$ cat src/hw/sc_pkg.sv
// Package for the serial configuration loader and mode sequencer.
// Assumes a single 10 MHz core clock and synchronous pin inputs.
package sc_pkg;

   // ==========================================================
   // Word layout
   localparam int CFG_WIDTH       = 32;
   localparam int BIT_CLK_ONLY    = 31;
   localparam int BIT_BAND        = 30;
   localparam int STEP_MSB        = 29;
   localparam int STEP_LSB        = 15;
   localparam int DEV_MSB         = 14;
   localparam int DEV_LSB         = 7;
   localparam int BIT_DIV         = 6;
   localparam int PA_MSB          = 5;
   localparam int PA_LSB          = 2;
   localparam int BIT_KEYING      = 1;
   localparam int BIT_CLK_ON      = 0;
   localparam logic [31:0] CFG_RESET = 32'h0000_0000;

   // ==========================================================
   // Timing
   localparam int CLK_PERIOD_NS    = 100;
   localparam int RESET_MIN_US     = 10;
   localparam int RESET_MIN_CYCLES =
      (RESET_MIN_US * 1000 + CLK_PERIOD_NS - 1) / CLK_PERIOD_NS;
   localparam int CNT_W            = 8;
   localparam logic [CNT_W-1:0] RESET_MIN_CNT = CNT_W'(RESET_MIN_CYCLES);

   // ==========================================================
   // Types
   typedef enum logic [2:0] {
      SC_OFF,
      SC_CONFIG,
      SC_RESET_WAIT,
      SC_RESET_REG,
      SC_TRANSMIT,
      SC_CLOCK_ONLY
   } sc_mode_t;

   typedef struct packed {
      logic        clock_only;
      logic        vco_band_select;
      logic [14:0] carrier_step_word;
      logic [7:0]  fsk_deviation_word;
      logic        clock_divider_select;
      logic [3:0]  pa_level_code;
      logic        keying_type_select;
      logic        clock_output_on;
   } sc_cfg_t;

   typedef struct packed {
      logic crystal_oscillator;
      logic synthesizer;
      logic clock_output_driver;
      logic power_amplifier;
      logic fsk_upper;
   } sc_blocks_t;

endpackage

$ cat src/hw/sc_top.sv
// Serial configuration loader and operating-mode sequencer.
// Pins are sampled as synchronous to core_clk; serial clock far slower.
//
// Overview of operation
// - Bit 31 high selects clock-only mode, low normal transmit.
// - Bit 30 selects upper or lower oscillator band.
// - Bits 29..15 form the 15-bit carrier step word, MSB first.
// - Bits 14..7 form the 8-bit FSK deviation word.
// - Bit 6 selects clock output divide by four or by eight.
// - Bits 5..2 form the 4-bit power amplifier level code.
// - Bit 1 selects amplitude keying, else frequency keying.
// - Bit 0 turns the clock output driver on.
// - Word is sent serially, most significant bit first.
// - Data is sampled on each serial clock rising edge.
// - Word is applied on falling edge after the final bit.
// - After 32 bits the data line becomes modulation input.
// - Further serial clock edges are ignored until restart.
// - Off state stops crystal oscillator and synthesizer.
// - Register reset keeps crystal on, synthesizer and amplifier off.
// - Clock driver runs only when the clock-on bit is set.
// - Transitions depend on pin conditions, the word load and the reset hold count.
module sc_top
   import sc_pkg::*;
(
   // Clock and reset
   input  wire logic    core_clk,
   input  wire logic    sys_rst,
   // Host pins
   input  wire logic    enable_line,
   input  wire logic    shared_data_modulation_line,
   input  wire logic    serial_clock,
   // Applied configuration
   output sc_cfg_t      active_cfg,
   // Circuit activity
   output sc_blocks_t   blocks,
   output sc_mode_t     mode,
   output logic         clock_divide_by_four
);

   // ==========================================================
   // State
   typedef struct packed {
      sc_mode_t          mode;
      sc_cfg_t           cfg;
      logic              cfg_valid;
      logic              sck_q;
      logic [CNT_W-1:0]  low_cnt;
      sc_blocks_t        blocks;
   } sc_state_t;

   sc_state_t st;
   sc_state_t next_st;

   logic             rise;
   logic             fall;
   logic             restart;
   logic             load;
   logic [31:0]      word;
   sc_cfg_t          new_cfg;

   assign rise = serial_clock && !st.sck_q;
   assign fall = !serial_clock && st.sck_q;
   // Any stay with enable low clears the bit count
   assign restart = !enable_line;

   sc_shift u_shift (
      .core_clk (core_clk),
      .sys_rst  (sys_rst),
      .restart  (restart),
      .rise     (rise),
      .fall     (fall),
      .data_in  (shared_data_modulation_line),
      .load     (load),
      .word     (word),
      .done     ()
   );

   // ==========================================================
   // Field decode
   always_comb
   begin
      new_cfg.clock_only           = word[BIT_CLK_ONLY];
      new_cfg.vco_band_select      = word[BIT_BAND];
      new_cfg.carrier_step_word    = word[STEP_MSB:STEP_LSB];
      new_cfg.fsk_deviation_word   = word[DEV_MSB:DEV_LSB];
      new_cfg.clock_divider_select = word[BIT_DIV];
      new_cfg.pa_level_code        = word[PA_MSB:PA_LSB];
      new_cfg.keying_type_select   = word[BIT_KEYING];
      new_cfg.clock_output_on      = word[BIT_CLK_ON];
   end

   // ==========================================================
   // Mode sequencer
   always_comb
   begin
      next_st       = st;
      next_st.sck_q = serial_clock;
      if (load)
      begin
         next_st.cfg       = new_cfg;
         next_st.cfg_valid = 1'b1;
      end
      // Pin conditions, load and low_cnt drive transitions
      case (st.mode)
         SC_OFF:
         begin
            next_st.cfg_valid = 1'b0;
            next_st.low_cnt   = '0;
            if (enable_line)
               next_st.mode = SC_CONFIG;
            else if (shared_data_modulation_line)
               next_st.mode = SC_RESET_WAIT;
         end
         SC_CONFIG:
         begin
            if (!enable_line)
               next_st.mode = shared_data_modulation_line ? SC_RESET_WAIT : SC_OFF;
            else if (load)
               next_st.mode = new_cfg.clock_only ? SC_CLOCK_ONLY : SC_TRANSMIT;
         end
         SC_RESET_WAIT:
         begin
            // Data must stay high with enable low for the minimum time
            if (enable_line || !shared_data_modulation_line)
            begin
               next_st.mode    = enable_line ? SC_CONFIG : SC_OFF;
               next_st.low_cnt = '0;
            end
            else if (st.low_cnt >= RESET_MIN_CNT - 8'h01)
               next_st.mode = SC_RESET_REG;
            else
               next_st.low_cnt = st.low_cnt + 8'h01;
         end
         SC_RESET_REG:
         begin
            // Crystal kept alive; a new word comes in under enable
            next_st.low_cnt = '0;
            if (enable_line)
               next_st.mode = SC_CONFIG;
            else if (!shared_data_modulation_line)
               next_st.mode = SC_OFF;
         end
         SC_TRANSMIT,
         SC_CLOCK_ONLY:
         begin
            if (!enable_line)
               next_st.mode = shared_data_modulation_line ? SC_RESET_WAIT : SC_OFF;
         end
         default:
            next_st.mode = SC_OFF;
      endcase

      // Circuit activity per mode
      next_st.blocks = '0;
      case (next_st.mode)
         SC_OFF:
            next_st.blocks = '0;
         SC_CONFIG:
         begin
            next_st.blocks.crystal_oscillator = 1'b1;
            next_st.blocks.synthesizer        = next_st.cfg_valid;
            next_st.blocks.clock_output_driver = next_st.cfg.clock_output_on;
         end
         SC_RESET_WAIT,
         SC_RESET_REG:
         begin
            next_st.blocks.crystal_oscillator  = 1'b1;
            next_st.blocks.clock_output_driver = next_st.cfg.clock_output_on;
         end
         SC_CLOCK_ONLY:
         begin
            next_st.blocks.crystal_oscillator  = 1'b1;
            next_st.blocks.clock_output_driver = next_st.cfg.clock_output_on;
         end
         SC_TRANSMIT:
         begin
            next_st.blocks.crystal_oscillator  = 1'b1;
            next_st.blocks.synthesizer         = 1'b1;
            next_st.blocks.clock_output_driver = next_st.cfg.clock_output_on;
            // Data line is now the modulation input
            if (next_st.cfg.keying_type_select)
               next_st.blocks.power_amplifier = shared_data_modulation_line;
            else
            begin
               next_st.blocks.power_amplifier = 1'b1;
               next_st.blocks.fsk_upper       = shared_data_modulation_line;
            end
         end
         default:
            next_st.blocks = '0;
      endcase
   end

   always_ff @(posedge core_clk)
   begin
      if (sys_rst)
      begin
         st      <= '0;
         st.mode <= SC_OFF;
         st.cfg  <= CFG_RESET;
      end
      else
         st <= next_st;
   end

   // ==========================================================
   // Outputs
   assign active_cfg           = st.cfg;
   assign blocks               = st.blocks;
   assign mode                 = st.mode;
   assign clock_divide_by_four = st.cfg.clock_divider_select;

endmodule

$ cat src/hw/sc_shift.sv
// Serial shift register with bit counter for the configuration word.
// Assumes edge strobes are one-cycle pulses made from the serial clock pin.
module sc_shift
   import sc_pkg::*;
(
   // Clock and reset
   input  wire logic                 core_clk,
   input  wire logic                 sys_rst,
   // Control
   input  wire logic                 restart,
   input  wire logic                 rise,
   input  wire logic                 fall,
   input  wire logic                 data_in,
   // Result
   output logic                      load,
   output logic [CFG_WIDTH-1:0]      word,
   output logic                      done
);

   typedef struct packed {
      logic [CFG_WIDTH-1:0] sr;
      logic [5:0]           count;
      logic                 full;
      logic                 done;
   } sc_shift_state_t;

   sc_shift_state_t st;
   sc_shift_state_t next_st;

   always_comb
   begin
      next_st = st;
      if (restart)
      begin
         next_st.count = 6'h00;
         next_st.full  = 1'b0;
         next_st.done  = 1'b0;
      end
      else if (!st.done)
      begin
         if (rise && !st.full)
         begin
            next_st.sr    = {st.sr[CFG_WIDTH-2:0], data_in};
            next_st.count = st.count + 6'h01;
            if (st.count == 6'(CFG_WIDTH - 1))
               next_st.full = 1'b1;
         end
         else if (fall && st.full)
            next_st.done = 1'b1;
      end
   end

   always_ff @(posedge core_clk)
   begin
      if (sys_rst)
         st <= '0;
      else
         st <= next_st;
   end

   assign load = !st.done && next_st.done && !restart;
   assign word = st.sr;
   assign done = st.done;

endmodule

$ cat config.mk
export PLATFORM = sky130hd
export DESIGN_NAME = sc_top
export DESIGN_NICKNAME = d
export VERILOG_FILES = /design/src/hw/sc_pkg.sv /design/src/hw/sc_top.sv /design/src/hw/sc_shift.sv
export SDC_FILE = /design/constraint.sdc
export NUM_CORES = 1
export LEC_CHECK = 0
export CAP_MARGIN = 10
export CORE_MARGIN = 1
export CORE_UTILIZATION = 40
export DETAILED_ROUTE_END_ITERATION = 8
export DONT_BUFFER_PORTS = 1
export SLEW_MARGIN = 20
export SYNTH_ARGS = -nofsm -noshare
export SYNTH_HDL_FRONTEND = slang
export SYNTH_SLANG_ARGS = --single-unit
$ cat constraint.sdc
create_clock -name core_clk -period 2.92 [get_ports core_clk]
set_input_delay 0 -clock core_clk [delete_from_list [all_inputs] [get_ports core_clk]]
set_output_delay 0 -clock core_clk [all_outputs]
set_load 0.01 [all_outputs]
=== Word level (Yosys, flattened, before mapping) ===
Index checks and enable logic that the tools add are counted.

* Register bits after elaboration: 90
* Bits in latches: 0
* Bits in writable memories: 0
* Bits in read-only memories: 0
* Input port bits: 5
* Output and inout port bits: 41
* Memories: 0

* $add $sub $neg: 2
* $mul: 0
* Divide/modulo/power cells: 0
* Magnitude comparators: 1
* Equality and inequality tests: 12
* Shifts and indexed selects: 0
* Mux-type cells: 25
* Bitwise operators: 4
* Reductions and logical operators: 25

{| class="wikitable"
|+ Operators with widths
! kind !! count
|-
| $mux W3 || 10
|-
| $mux W8 || 2
|-
| $pmux W8 S2 || 1
|-
| $pmux W3 S5 || 1
|-
| $eq A3 B2 Y1 const B || 4
|-
| $eq A3 B3 Y1 const B || 4
|-
| $reduce_or A2 Y1 || 5
|-
| $mux W1 || 9
|-
| $add A8 B1 Y8 const B || 1
|-
| $ge A8 B7 Y1 const B || 1
|-
| $add A6 B1 Y6 const B || 1
|-
| $eq A3 B1 Y1 const B || 2
|-
| $eq A6 B5 Y1 const B || 1
|-
| $logic_and A1 B1 Y1 || 6
|-
| $reduce_and A3 Y1 || 2
|-
| $logic_not A1 Y1 || 5
|-
| $reduce_or A5 Y1 || 1
|-
| $not A1 Y1 || 4
|-
| $reduce_and A2 Y1 || 2
|-
| $logic_not A3 Y1 || 1
|-
| $ne A3 B3 Y1 const B || 1
|-
| $reduce_or A3 Y1 || 1
|-
| $mux W2 || 1
|-
| $pmux W1 S2 || 1
|-
| 2 further kinds || 2
|}

=== Logic depth before layout (Yosys ltp) ===
Gate-level depths: netlist of run 1.

* Depth in word-level cells: 16
* Gate-level depth with buffers: 6
* Depth with buffers taken out: 5

=== Modules after synthesis ===
A second synthesis of run 1 with hierarchy kept.

* Cells, all modules: 466
* Area total of the unflattened synthesis: 4025.1 um^2

{| class="wikitable"
|+ Modules (own cells, without submodules)
! module !! times used !! cells each !! area an instance (um^2) !! seq. area each (um^2)
|-
| sc_top || 1 || 249 || 2318.5 || 1001.0
|-
| sc_shift || 1 || 217 || 1706.6 || 800.8
|}

=== Worst setup path before layout of run 1 ===
Ideal clock, no wire load.

* Path kind: flip-flop to flip-flop
* Start point: register st[5] (netlist bit)
* End point: register st (netlist bit blocks[0])
* Library setup time: 0.088 ns
* Arrival time: 1.453 ns
* Data required time: 2.832 ns
* Path slack: 1.379 ns
* Stages on the path, launching flop included: 6
* Buffers on the path: 0
* Period minus slack after synthesis: 1.541 ns
* Cell sequence: dfxtp_1 -> ha_1 -> or4_4 -> nor2_4 -> o221ai_2 -> nor4_2

* Longest elaborated chain between the ends: 7

{| class="wikitable"
|+ Ends and longest elaborated chain
! item !! line !! text
|-
| start, declared || sc_top.sv:51 || <nowiki>sc_state_t st;</nowiki>
|-
| start signal, assigned || sc_top.sv:203 || <nowiki>st <= next_st;</nowiki>
|-
| $ge A8 B7 Y1 || sc_top.sv:129 || <nowiki>else if (st.low_cnt >= RESET_MIN_CNT - 8'h01)</nowiki>
|-
| $mux W3 || sc_top.sv:129 ||
|-
| $mux W3 || sc_top.sv:124 || <nowiki>if (enable_line || !shared_data_modulation_line)</nowiki>
|-
| $pmux W3 S5 || sc_top.sv:104 || <nowiki>case (st.mode)</nowiki>
|-
| $eq A3 B3 Y1 || sc_top.sv:155 || <nowiki>case (next_st.mode)</nowiki>
|-
| $not A1 Y1 (no line) || -- ||
|-
| $reduce_or A3 Y1 (no line) || -- ||
|}

Every way passes these cells.
A chain may end at the register's enable or synchronous reset.

=== Final worst setup path of run 1 ===
* Start point: register u_shift.st[1] (netlist bit)
* End point: register u_shift.st (netlist bit u_shift.word[5])

* Longest elaborated chain between the ends: 3

{| class="wikitable"
|+ Ends and longest elaborated chain
! item !! line !! text
|-
| start, declared || sc_shift.sv:27 || <nowiki>sc_shift_state_t st;</nowiki>
|-
| start signal, assigned || sc_shift.sv:58 || <nowiki>st <= next_st;</nowiki>
|-
| $logic_not A1 Y1 || sc_shift.sv:41 || <nowiki>if (rise && !st.full)</nowiki>
|-
| $logic_and A1 B1 Y1 || sc_shift.sv:41 ||
|-
| $reduce_and A3 Y1 (no line) || -- ||
|}

Every way passes these cells.

==> results of run 1 <==
==> how the worst max path moves through the flow <==
stage,cells past startpoint,startpoint,to
2_1_floorplan,5,st[5]$_SDFFE_PP0P_,blocks[0]$_SDFF_PP0_
3_3_place_gp,5,u_shift.st[1]$_SDFFE_PP0P_,u_shift.word[18]$_SDFFE_PP0P_
3_5_place_dp,5,u_shift.st[1]$_SDFFE_PP0P_,u_shift.word[16]$_SDFFE_PP0P_
4_1_cts,5,u_shift.st[1]$_SDFFE_PP0P_,u_shift.word[16]$_SDFFE_PP0P_
5_1_grt,5,u_shift.st[1]$_SDFFE_PP0P_,u_shift.word[8]$_SDFFE_PP0P_
6_report,5,u_shift.st[1]$_SDFFE_PP0P_,u_shift.word[5]$_SDFFE_PP0P_
==> metrics by stage <==
stage / power [uW] / worst slack (ns) / utilization [%] / std cells
global placement: 1320 / 1.01 / 38.3 / 522
finish: 2150 / 0.920 / 41.2 / 543
floorplan: 1330 / 1.38 / - / 456
global route: 2250 / 0.689 / 41.2 / 543
detailed placement: 1320 / 0.958 / 38.3 / 522
CTS: 2180 / 0.928 / 41.2 / 543
==> logic make-up (layout without fill, tap and decap cells) <==
logic type      Yosys count  after routing
compound gates           88             88
fa+ha+maj                 2              2
xor+xnor                  5              5
buf+inv                  74             32
flops                    90             90
simple gates            190            190
mux                       7              7
==> repair_timing <==
item,4_1_cts,5_1_grt
hold buffers,5,0
hold endpoints to repair,88,0
resized for setup,0,0
endpoints found under the setup margin,0,0
==> layout make-up <==
| cell class | instances | share of cell area (%) |
|---|---|---|
| sequential | 90 | 47.3 |
| multi-input combinational | 292 | 40.1 |
| tap | 129 | 4.24 |
| clock buffer | 10 | 3.35 |
| timing repair buffer | 8 | 2.37 |
| clock inverter | 6 | 1.78 |
| inverter | 8 | 0.789 |
==> power groups by stage <==
stage | Clock [uW] | Sequential, uW | Combinational [uW]
2_1_floorplan | 0 | 1260 | 66.4
3_5_place_dp | 0 | 1270 | 50.1
5_1_grt | 921 | 1240 | 84.3
6_report | 836 | 1240 | 76.6
4_1_cts | 861 | 1240 | 76.7
3_3_place_gp | 0 | 1270 | 49.4
==> metal layers <==
layer | global-route usage, % | wire, um | vias up
met3 | 5.27 | 398 | 12
met4 | 6.79 | 126 | 0
met5 | 0 | 0 | -
met1 | 20.9 | 3490 | 1213
met2 | 23.0 | 3160 | 53
li1 | - | - | 1363
==> registers in the layout, summed over array words and instances, names as in the netlist <==
register              count
u_shift.done              1
clock_divide_by_four      1
active_cfg               31
st                       10
blocks                    5
u_shift.st                7
mode                      3
u_shift.word             32
==> layout by cell type (no fill, tap or decap), types with 3 or more instances in the layout <==
cell           netlist  routed
dlygate4sd3_1        0       4
nor2_1              16      16
a21oi_1             68      68
a31oi_1              5       5
nand2_1            133     133
nand2b_1             5       5
and2_1               2       3
mux2i_1              5       5
o21ai_0              3       3
xnor2_1              3       3
clkbuf_8             0       9
nand3_1              3       3
dfxtp_1             90      90
inv_1                8       8
or3_1                3       3
buf_4               42       3
nand4_1              3       3
nor2b_1              4       4
==> worst reg2reg max path: cells and delay by family, from the launching register on <==
kind / cells / cell delay, ns
AO/OA/AOI/OAI: 1 / 0.12
flip-flops: 1 / 0.36
AND/OR/NAND/NOR: 3 / 1.10
buffers and inverters: 1 / 0.33
==> impl_metrics.ini, run 1 <==
[finish]
multiInputGateArea_um2 = 1530
fin_area_um2 = 3810
drive_gt1_share_pct = 8.45
antenna_cells = 0
final.fill_count = 964
finalNetCount = 416
syn_to_final_growth_pct = 0.132
seq_area_um2 = 1800

[logic_synthesis]
synthMuxAreaShare_pct = 1.91
synth_compound_area_share_pct = 13.0
synth_area_leaders = dfxtp_1, nand2_1, a21oi_1, buf_4, nor2_1
synth_edf_count = 0
synth_top_area_share_pct = 47.4
synth_flop_cell = dfxtp_1
async_flop_share_pct = 0
synth_xor_area_share_pct = 1.15
ys_seq_area_share_pct = 47.4
synth_cells = 456
yosysMostFrequentCell = nand2_1
yosysTopAreaCell = dfxtp_1
avgSynthCellArea_um2 = 8.34
synth_top_family_by_area = simple AND/OR/NAND/NOR gates
netlist_area_um2 = 3800
syn_nets = 463
synthSimpleGateAreaFrac_pct = 23.5
synthTopCellsByCount = nand2_1, dfxtp_1, a21oi_1, buf_4, nor2_1
synth_seq_cells = 90
yosysWarnings = 0
synth_fa_ha_area_share_pct = 0.658
yosysUniqueCellTypes = 51

[min_path]
hold_path.class = in2reg
whs_endpoint = u_shift.st[5]$_SDFFE_PP0P_
holdPathStages = 2
min_from = sys_rst

[timing]
holdWs_ns = 0.0372
max_slew.worst_pin.slew_ns = 0.639
period_needed_ns = 2.00
setup_violations = 0
rsz0062_at_grt = false
timing.slew.headroom_pct = 57.2
fin_crit_sh_pct = 68.5
hold_viol_final = 0
final.setup.tns_ns = 0
slew_violations = 0
skew_ns = 0.00884
max_freq_mhz = 500

[critical_path]
rrSetupSlack_ns = 0.92
r2r-end = u_shift.word[5]$_SDFFE_PP0P_
crit_slowest_cell = and2_1
crit_fanout = 19
cp.required_ns = 3.20
slowest_delay_ns = 0.52
r2r.worst_path.cells = 5
r2r-start = u_shift.st[1]$_SDFFE_PP0P_
path_buf_inv = 1
critPathKind = reg2reg
crit_path_cell_trace = nor4b_4 -> and2_1 -> buf_4 -> nand2_1 -> a21oi_1
crit_path_end_kind = flip-flop
cp.arrival_ns = 2.28
cp_top_family = simple AND/OR/NAND/NOR gates
start_kind = flip-flop

[die]
core-area_um2 = 9240
initial_core_util_pct = 41.1
num_rows = 35
pin_count = 46
die_y_um = 99.5
die_area_um2 = 9900
die_w_um = 99.5

[drt]
drt_pre_antenna_iters = 5
viasPerCell = 4.86
drtIter0Drc = 115
wl_per_cell_um = 13.2
wirelength_um = 7170
drtAntennaViolNets = 0
post-route-drc-count = 0
dr_total_vias = 2641

[global_routing]
grt_usage_pct = 15.7
grt_pass1_vias = 2468
antenna_found_initial = 0
grt_max_degree = 75
grt-ovfl-total = 0
grt_pass1_wl_um = 12200

[clock_network]
cts_tree = yes
clk_pin_slew_ns = 0.08
h-tree-depth = 3
cts-root-buf = clkbuf_8
clock_latency_ns = 0.36
cts.sink_count = 90
cts_setup_buffers = 0
numCtsBuffers = 9
clockBufferDepth = 2

[power]
p_sw_uw = 498
p_leak_uw = 0.00122
seq_power_share_pct = 57.6
ir_drop_mv = 0.200
internal-power_uw = 1650
switching_share_pct = 23.2
power_per_cell_area_nw_per_um2 = 565
clkPwrFrac_pct = 38.9
combPwrFrac_pct = 3.6

[run]
max-cap-violations = 0

[placement]
post_dp_cell_area_um2 = 3540
port_buffers = 0
gp_congestion = 0.788
dp_hpwl_um = 4540

[outcome]
outcome = finished clean
Note: power is estimated with default switching activity, not from simulation.
==> run 2, diff against run 1 <==
Clock period 2.92 ns to 1.8 ns, I/O delays scaled along.
==> run 2 against run 1 <==
Compared with the run above:
- worst hold slack got worse by 0.0082 ns
- global-route usage shrank 0.48 points
- total power up 69%
- first-iteration DRC count up 20%
- combinational power grew 76%
- critical path depth unchanged
- design area increased by 2.5%
- largest power group unchanged
==> impl_metrics.ini, run 2 (synthesized netlist as in run 1, its figures left out) <==
[outcome]
outcome = finished clean

[placement]
gp_congestion = 0.810
dp_hpwl_um = 4660
port_buffers = 0

[critical_path]
critPathKind = reg2reg
crit_path_end_kind = flip-flop
cp.required_ns = 2.06
crit_fanout = 5
r2r.worst_path.cells = 5
cp.arrival_ns = 1.87
start_kind = flip-flop

[die]
num_rows = 35
die_area_um2 = 9900
die_y_um = 99.5
pin_count = 46
initial_core_util_pct = 41.1
core-area_um2 = 9240
die_w_um = 99.5

[clock_network]
numCtsBuffers = 9
clock_latency_ns = 0.34
clk_pin_slew_ns = 0.08
clockBufferDepth = 2
cts-root-buf = clkbuf_8
h-tree-depth = 3
cts_tree = yes
cts_setup_buffers = 0
cts.sink_count = 90

[global_routing]
grt_pass1_vias = 2471
grt-ovfl-total = 0
grt_max_degree = 75
antenna_found_initial = 0
grt_pass1_wl_um = 11900
grt_usage_pct = 15.2

[finish]
finalNetCount = 424
final.fill_count = 955
final_cell_mix = nand2_1, dfxtp_1, a21oi_1, nor2_1
antenna_cells = 0
largest_reg_flops = 32
final_common_cell = nand2_1
drive_gt1_share_pct = 10.2
syn_to_final_growth_pct = 2.60

[min_path]
holdPathStages = 3
hold_path.class = in2reg

[timing]
setup_violations = 0
skew_ns = 0.00791
period_needed_ns = 1.61
timing.slew.headroom_pct = 67.5
holdWs_ns = 0.0290
max_slew.worst_pin.slew_ns = 0.484
slew_violations = 0
fin_crit_sh_pct = 89.4
max_freq_mhz = 621
rsz0062_at_grt = false
final.setup.tns_ns = 0
hold_viol_final = 0

[run]
max-cap-violations = 0

[drt]
drtIter0Drc = 138
viasPerCell = 4.87
wirelength_um = 7090
drt_pre_antenna_iters = 6
drtAntennaViolNets = 0
dr_total_vias = 2673
post-route-drc-count = 0
wl_per_cell_um = 12.9

[power]
power_per_cell_area_nw_per_um2 = 931
p_leak_uw = 0.00127
ir_drop_mv = 0.439
==> run 2: cell types whose count changed in the layout (fill, tap and decap cells not counted), sizes merged <==
cell and change:
buf +8, clkinv -3, bufinv +1, clkinvlp -1
inv +1
==> run 2: final cells by class <==
class                           instances  area (um2)  area share, %
Sequential cell                        90        1800           46.2
Multi-Input combinational cell        292        1530           39.2
Timing Repair Buffer                   16         163           4.17
Tap cell                              129         161           4.14
Clock buffer                           10         138           3.53
Clock inverter                          4        76.3           1.96
Inverter                                8        30.0          0.770
==> run 2: repair_timing <==
item / 4_1_cts / 5_1_grt
setup endpoints to repair: 0 / 1
hold buffers: 5 / 0
hold endpoints to repair: 82 / 0
resized for setup: 0 / 1
==> run 2: critical path: stages (launching register included) <==
cell	delay, ns
dfxtp_1	0.34
ha_2	0.22
or4_4	0.43
nor2_4	0.12
o221ai_2	0.16
nor4_2	0.26
==> run 2: power by group <==
group / switching (uW) / internal (uW) / total [uW]
Sequential: 9.31 / 2000 / 2010
Clock: 680 / 810 / 1490
Combinational: 86.1 / 48.5 / 135
==> run 2: worst paths after layout <==
| path | from | to | slack, ns |
|---|---|---|---|
| max | st[5]$_SDFFE_PP0P_ | blocks[0]$_SDFF_PP0_ | 0.19 |
| min | enable_line | blocks[0]$_SDFF_PP0_ | 0.03 |
| max reg2reg | st[5]$_SDFFE_PP0P_ | blocks[0]$_SDFF_PP0_ | 0.19 |
| min reg2reg | u_shift.word[1]$_SDFFE_PP0P_ | u_shift.word[2]$_SDFFE_PP0P_ | 0.47 |
==> run 2: per-layer routing <==
| metal | up-vias | track usage [%] | share of wire, % |
|---|---|---|---|
| met5 | - | 0 | 0 |
| met4 | 0 | 6.11 | 1.2 |
| met3 | 8 | 3.87 | 4.3 |
| met2 | 40 | 23.8 | 46 |
| met1 | 1238 | 20.0 | 48 |
| li1 | 1387 | - | - |
==> run 2: per-stage QoR <==
stage                     total power, uW  util (%)  cells  setup WS, ns  cell area (um2)
after floorplan                      2160         -    456         0.259             3800
after global placement               2150      39.1    530         0.181             3620
after detailed placement             2150      39.1    530         0.143             3620
after CTS                            3680      42.2    549         0.120             3900
after global routing                 3780      42.2    549        0.0605             3900
final                                3630      42.2    549         0.190             3900
==> run 3, diff against run 2 <==
Clock period 1.8 ns to 1.6 ns, I/O delays scaled along.
==> run 3 against run 2 <==
Compared with the run above:
- total power rose by 4.5%
- cell count up 1.5%
- largest cell class unchanged
- register-to-register slack worse by 0.11 ns
- critical endpoint is now st[9]$_SDFFE_PP0P_
- via count is 1.3% higher
- count of clock-buffer cells in the layout rose by 1
- critical path type unchanged
- sequential power grew 12%
- worst hold slack got worse by 0.0015 ns
==> impl_metrics.ini, run 3 (synthesized netlist as in run 1, its figures left out) <==
[outcome]
outcome = finished clean

[drt]
drtIter0Drc = 150
wl_per_cell_um = 13.1
wirelength_um = 7310
drt_pre_antenna_iters = 4
dr_total_vias = 2709
drtAntennaViolNets = 0
viasPerCell = 4.86
post-route-drc-count = 0

[global_routing]
met2_usage_pct = 26.2
grtUsageMet1_pct = 20.0
grt_max_degree = 75
grt_pass1_wl_um = 12500
grt_util_met3_pct = 4.92
antenna_found_initial = 0
grt-ovfl-total = 0
grt_usage_pct = 16.0
grt_pass1_vias = 2532
grt-busiest-layer = met2

[die]
pin_count = 46
initial_core_util_pct = 41.1
num_rows = 35
core-area_um2 = 9240
die_y_um = 99.5
die_area_um2 = 9900
die_w_um = 99.5

[power]
p_leak_uw = 0.00130
p_total_uw = 3790
clkPwrFrac_pct = 36.2
seq_power_share_pct = 59.5
p_sw_uw = 885
power_per_cell_area_nw_per_um2 = 962
combPwrFrac_pct = 4.3
switching_share_pct = 23.3
ir_drop_mv = 0.505
internal-power_uw = 2910

[clock_network]
h-tree-depth = 3
numCtsBuffers = 9
clockBufferDepth = 2
clk_pin_slew_ns = 0.08
clock_latency_ns = 0.35
cts.sink_count = 90
cts_tree = yes
cts-root-buf = clkbuf_8

[critical_path]
start_kind = flip-flop
cp.required_ns = 1.89
rrSetupSlack_ns = 0.08
critPathKind = reg2reg
cp.arrival_ns = 1.81
crit_path_end_kind = flip-flop
r2r.worst_path.cells = 5
crit_fanout = 6

[timing]
timing.slew.headroom_pct = 71.0
skew_ns = 0.0102
max_slew.worst_pin.slew_ns = 0.429
fin_crit_sh_pct = 95.0
setup_violations = 0
max_freq_mhz = 658
rsz0062_at_grt = true
holdWs_ns = 0.0276
hold_viol_final = 0
period_needed_ns = 1.52
slew_violations = 0

[placement]
port_buffers = 0
gp_congestion = 0.788
dp_hpwl_um = 4760

[finish]
largest_reg_flops = 32
multiInputGateArea_um2 = 1550
drive_gt1_share_pct = 12.1
antenna_cells = 0
syn_to_final_growth_pct = 3.79
seq_area_um2 = 1800
finalNetCount = 430
final_common_cell = nand2_1
final.fill_count = 950
final_cell_mix = nand2_1, dfxtp_1, a21oi_1, nor2_1, buf_4

[min_path]
holdPathStages = 3
hold_path.class = in2reg

[run]
max-cap-violations = 0
==> run 3: metal layers <==
metal  up-vias  wire (um)
met4         0         81
met3         8        317
met5         -          0
li1       1397          -
met1      1251       3410
met2        53       3500
==> run 3: final timing paths <==
check                               start                           end
max reg2reg           st[11]$_SDFFE_PP0P_            st[9]$_SDFFE_PP0P_
min reg2reg  u_shift.word[5]$_SDFFE_PP0P_  u_shift.word[6]$_SDFFE_PP0P_
max                   st[11]$_SDFFE_PP0P_            st[9]$_SDFFE_PP0P_
min                           enable_line          blocks[0]$_SDFF_PP0_
==> run 3: power groups by stage <==
stage	Combinational [uW]	Clock, uW	Sequential (uW)
after global routing	182	1550	2260
after detailed placement	115	0	2310
after CTS	163	1430	2260
final	165	1370	2260
after floorplan	121	0	2310
after global placement	114	0	2310
==> run 3: what timing repair did <==
| item | 4_1_cts | 5_1_grt |
|---|---|---|
| endpoints found under the setup margin | 0 | 6 |
| hold endpoints to repair | 89 | 0 |
| hold buffers | 5 | 0 |
| setup buffers | 0 | 0 |
| resized for setup | 0 | 4 |
==> run 3: critical path: stages (launching register included) <==
cell     delay [ns]
dfxtp_1        0.33
a21oi_1        0.28
nor4_2         0.06
buf_4          0.15
or4_1          0.49
a21oi_1        0.14
==> run 3: final cells by class <==
cell class	count	share of cell area, %
clock inverter	5	0.761
sequential	90	45.7
inverter	8	0.761
multi-input combinational	292	39.2
tap	129	4.09
timing repair buffer	22	5.90
clock buffer	11	3.58
==> run 3: metrics by stage <==
| step | cells | TNS [ns] | instance area (um2) | setup WS (ns) | utilization (%) |
|---|---|---|---|---|---|
| floorplan | 456 | 0 | 3800 | 0.0593 | - |
| detailed placement | 536 | 0 | 3690 | 0.0320 | 39.9 |
| global route | 557 | -0.00522 | 3950 | -0.00522 | 42.7 |
| finish | 557 | 0 | 3950 | 0.0795 | 42.7 |
| CTS | 557 | 0 | 3930 | 0.0144 | 42.5 |
| global placement | 536 | 0 | 3690 | 0.0614 | 39.9 |
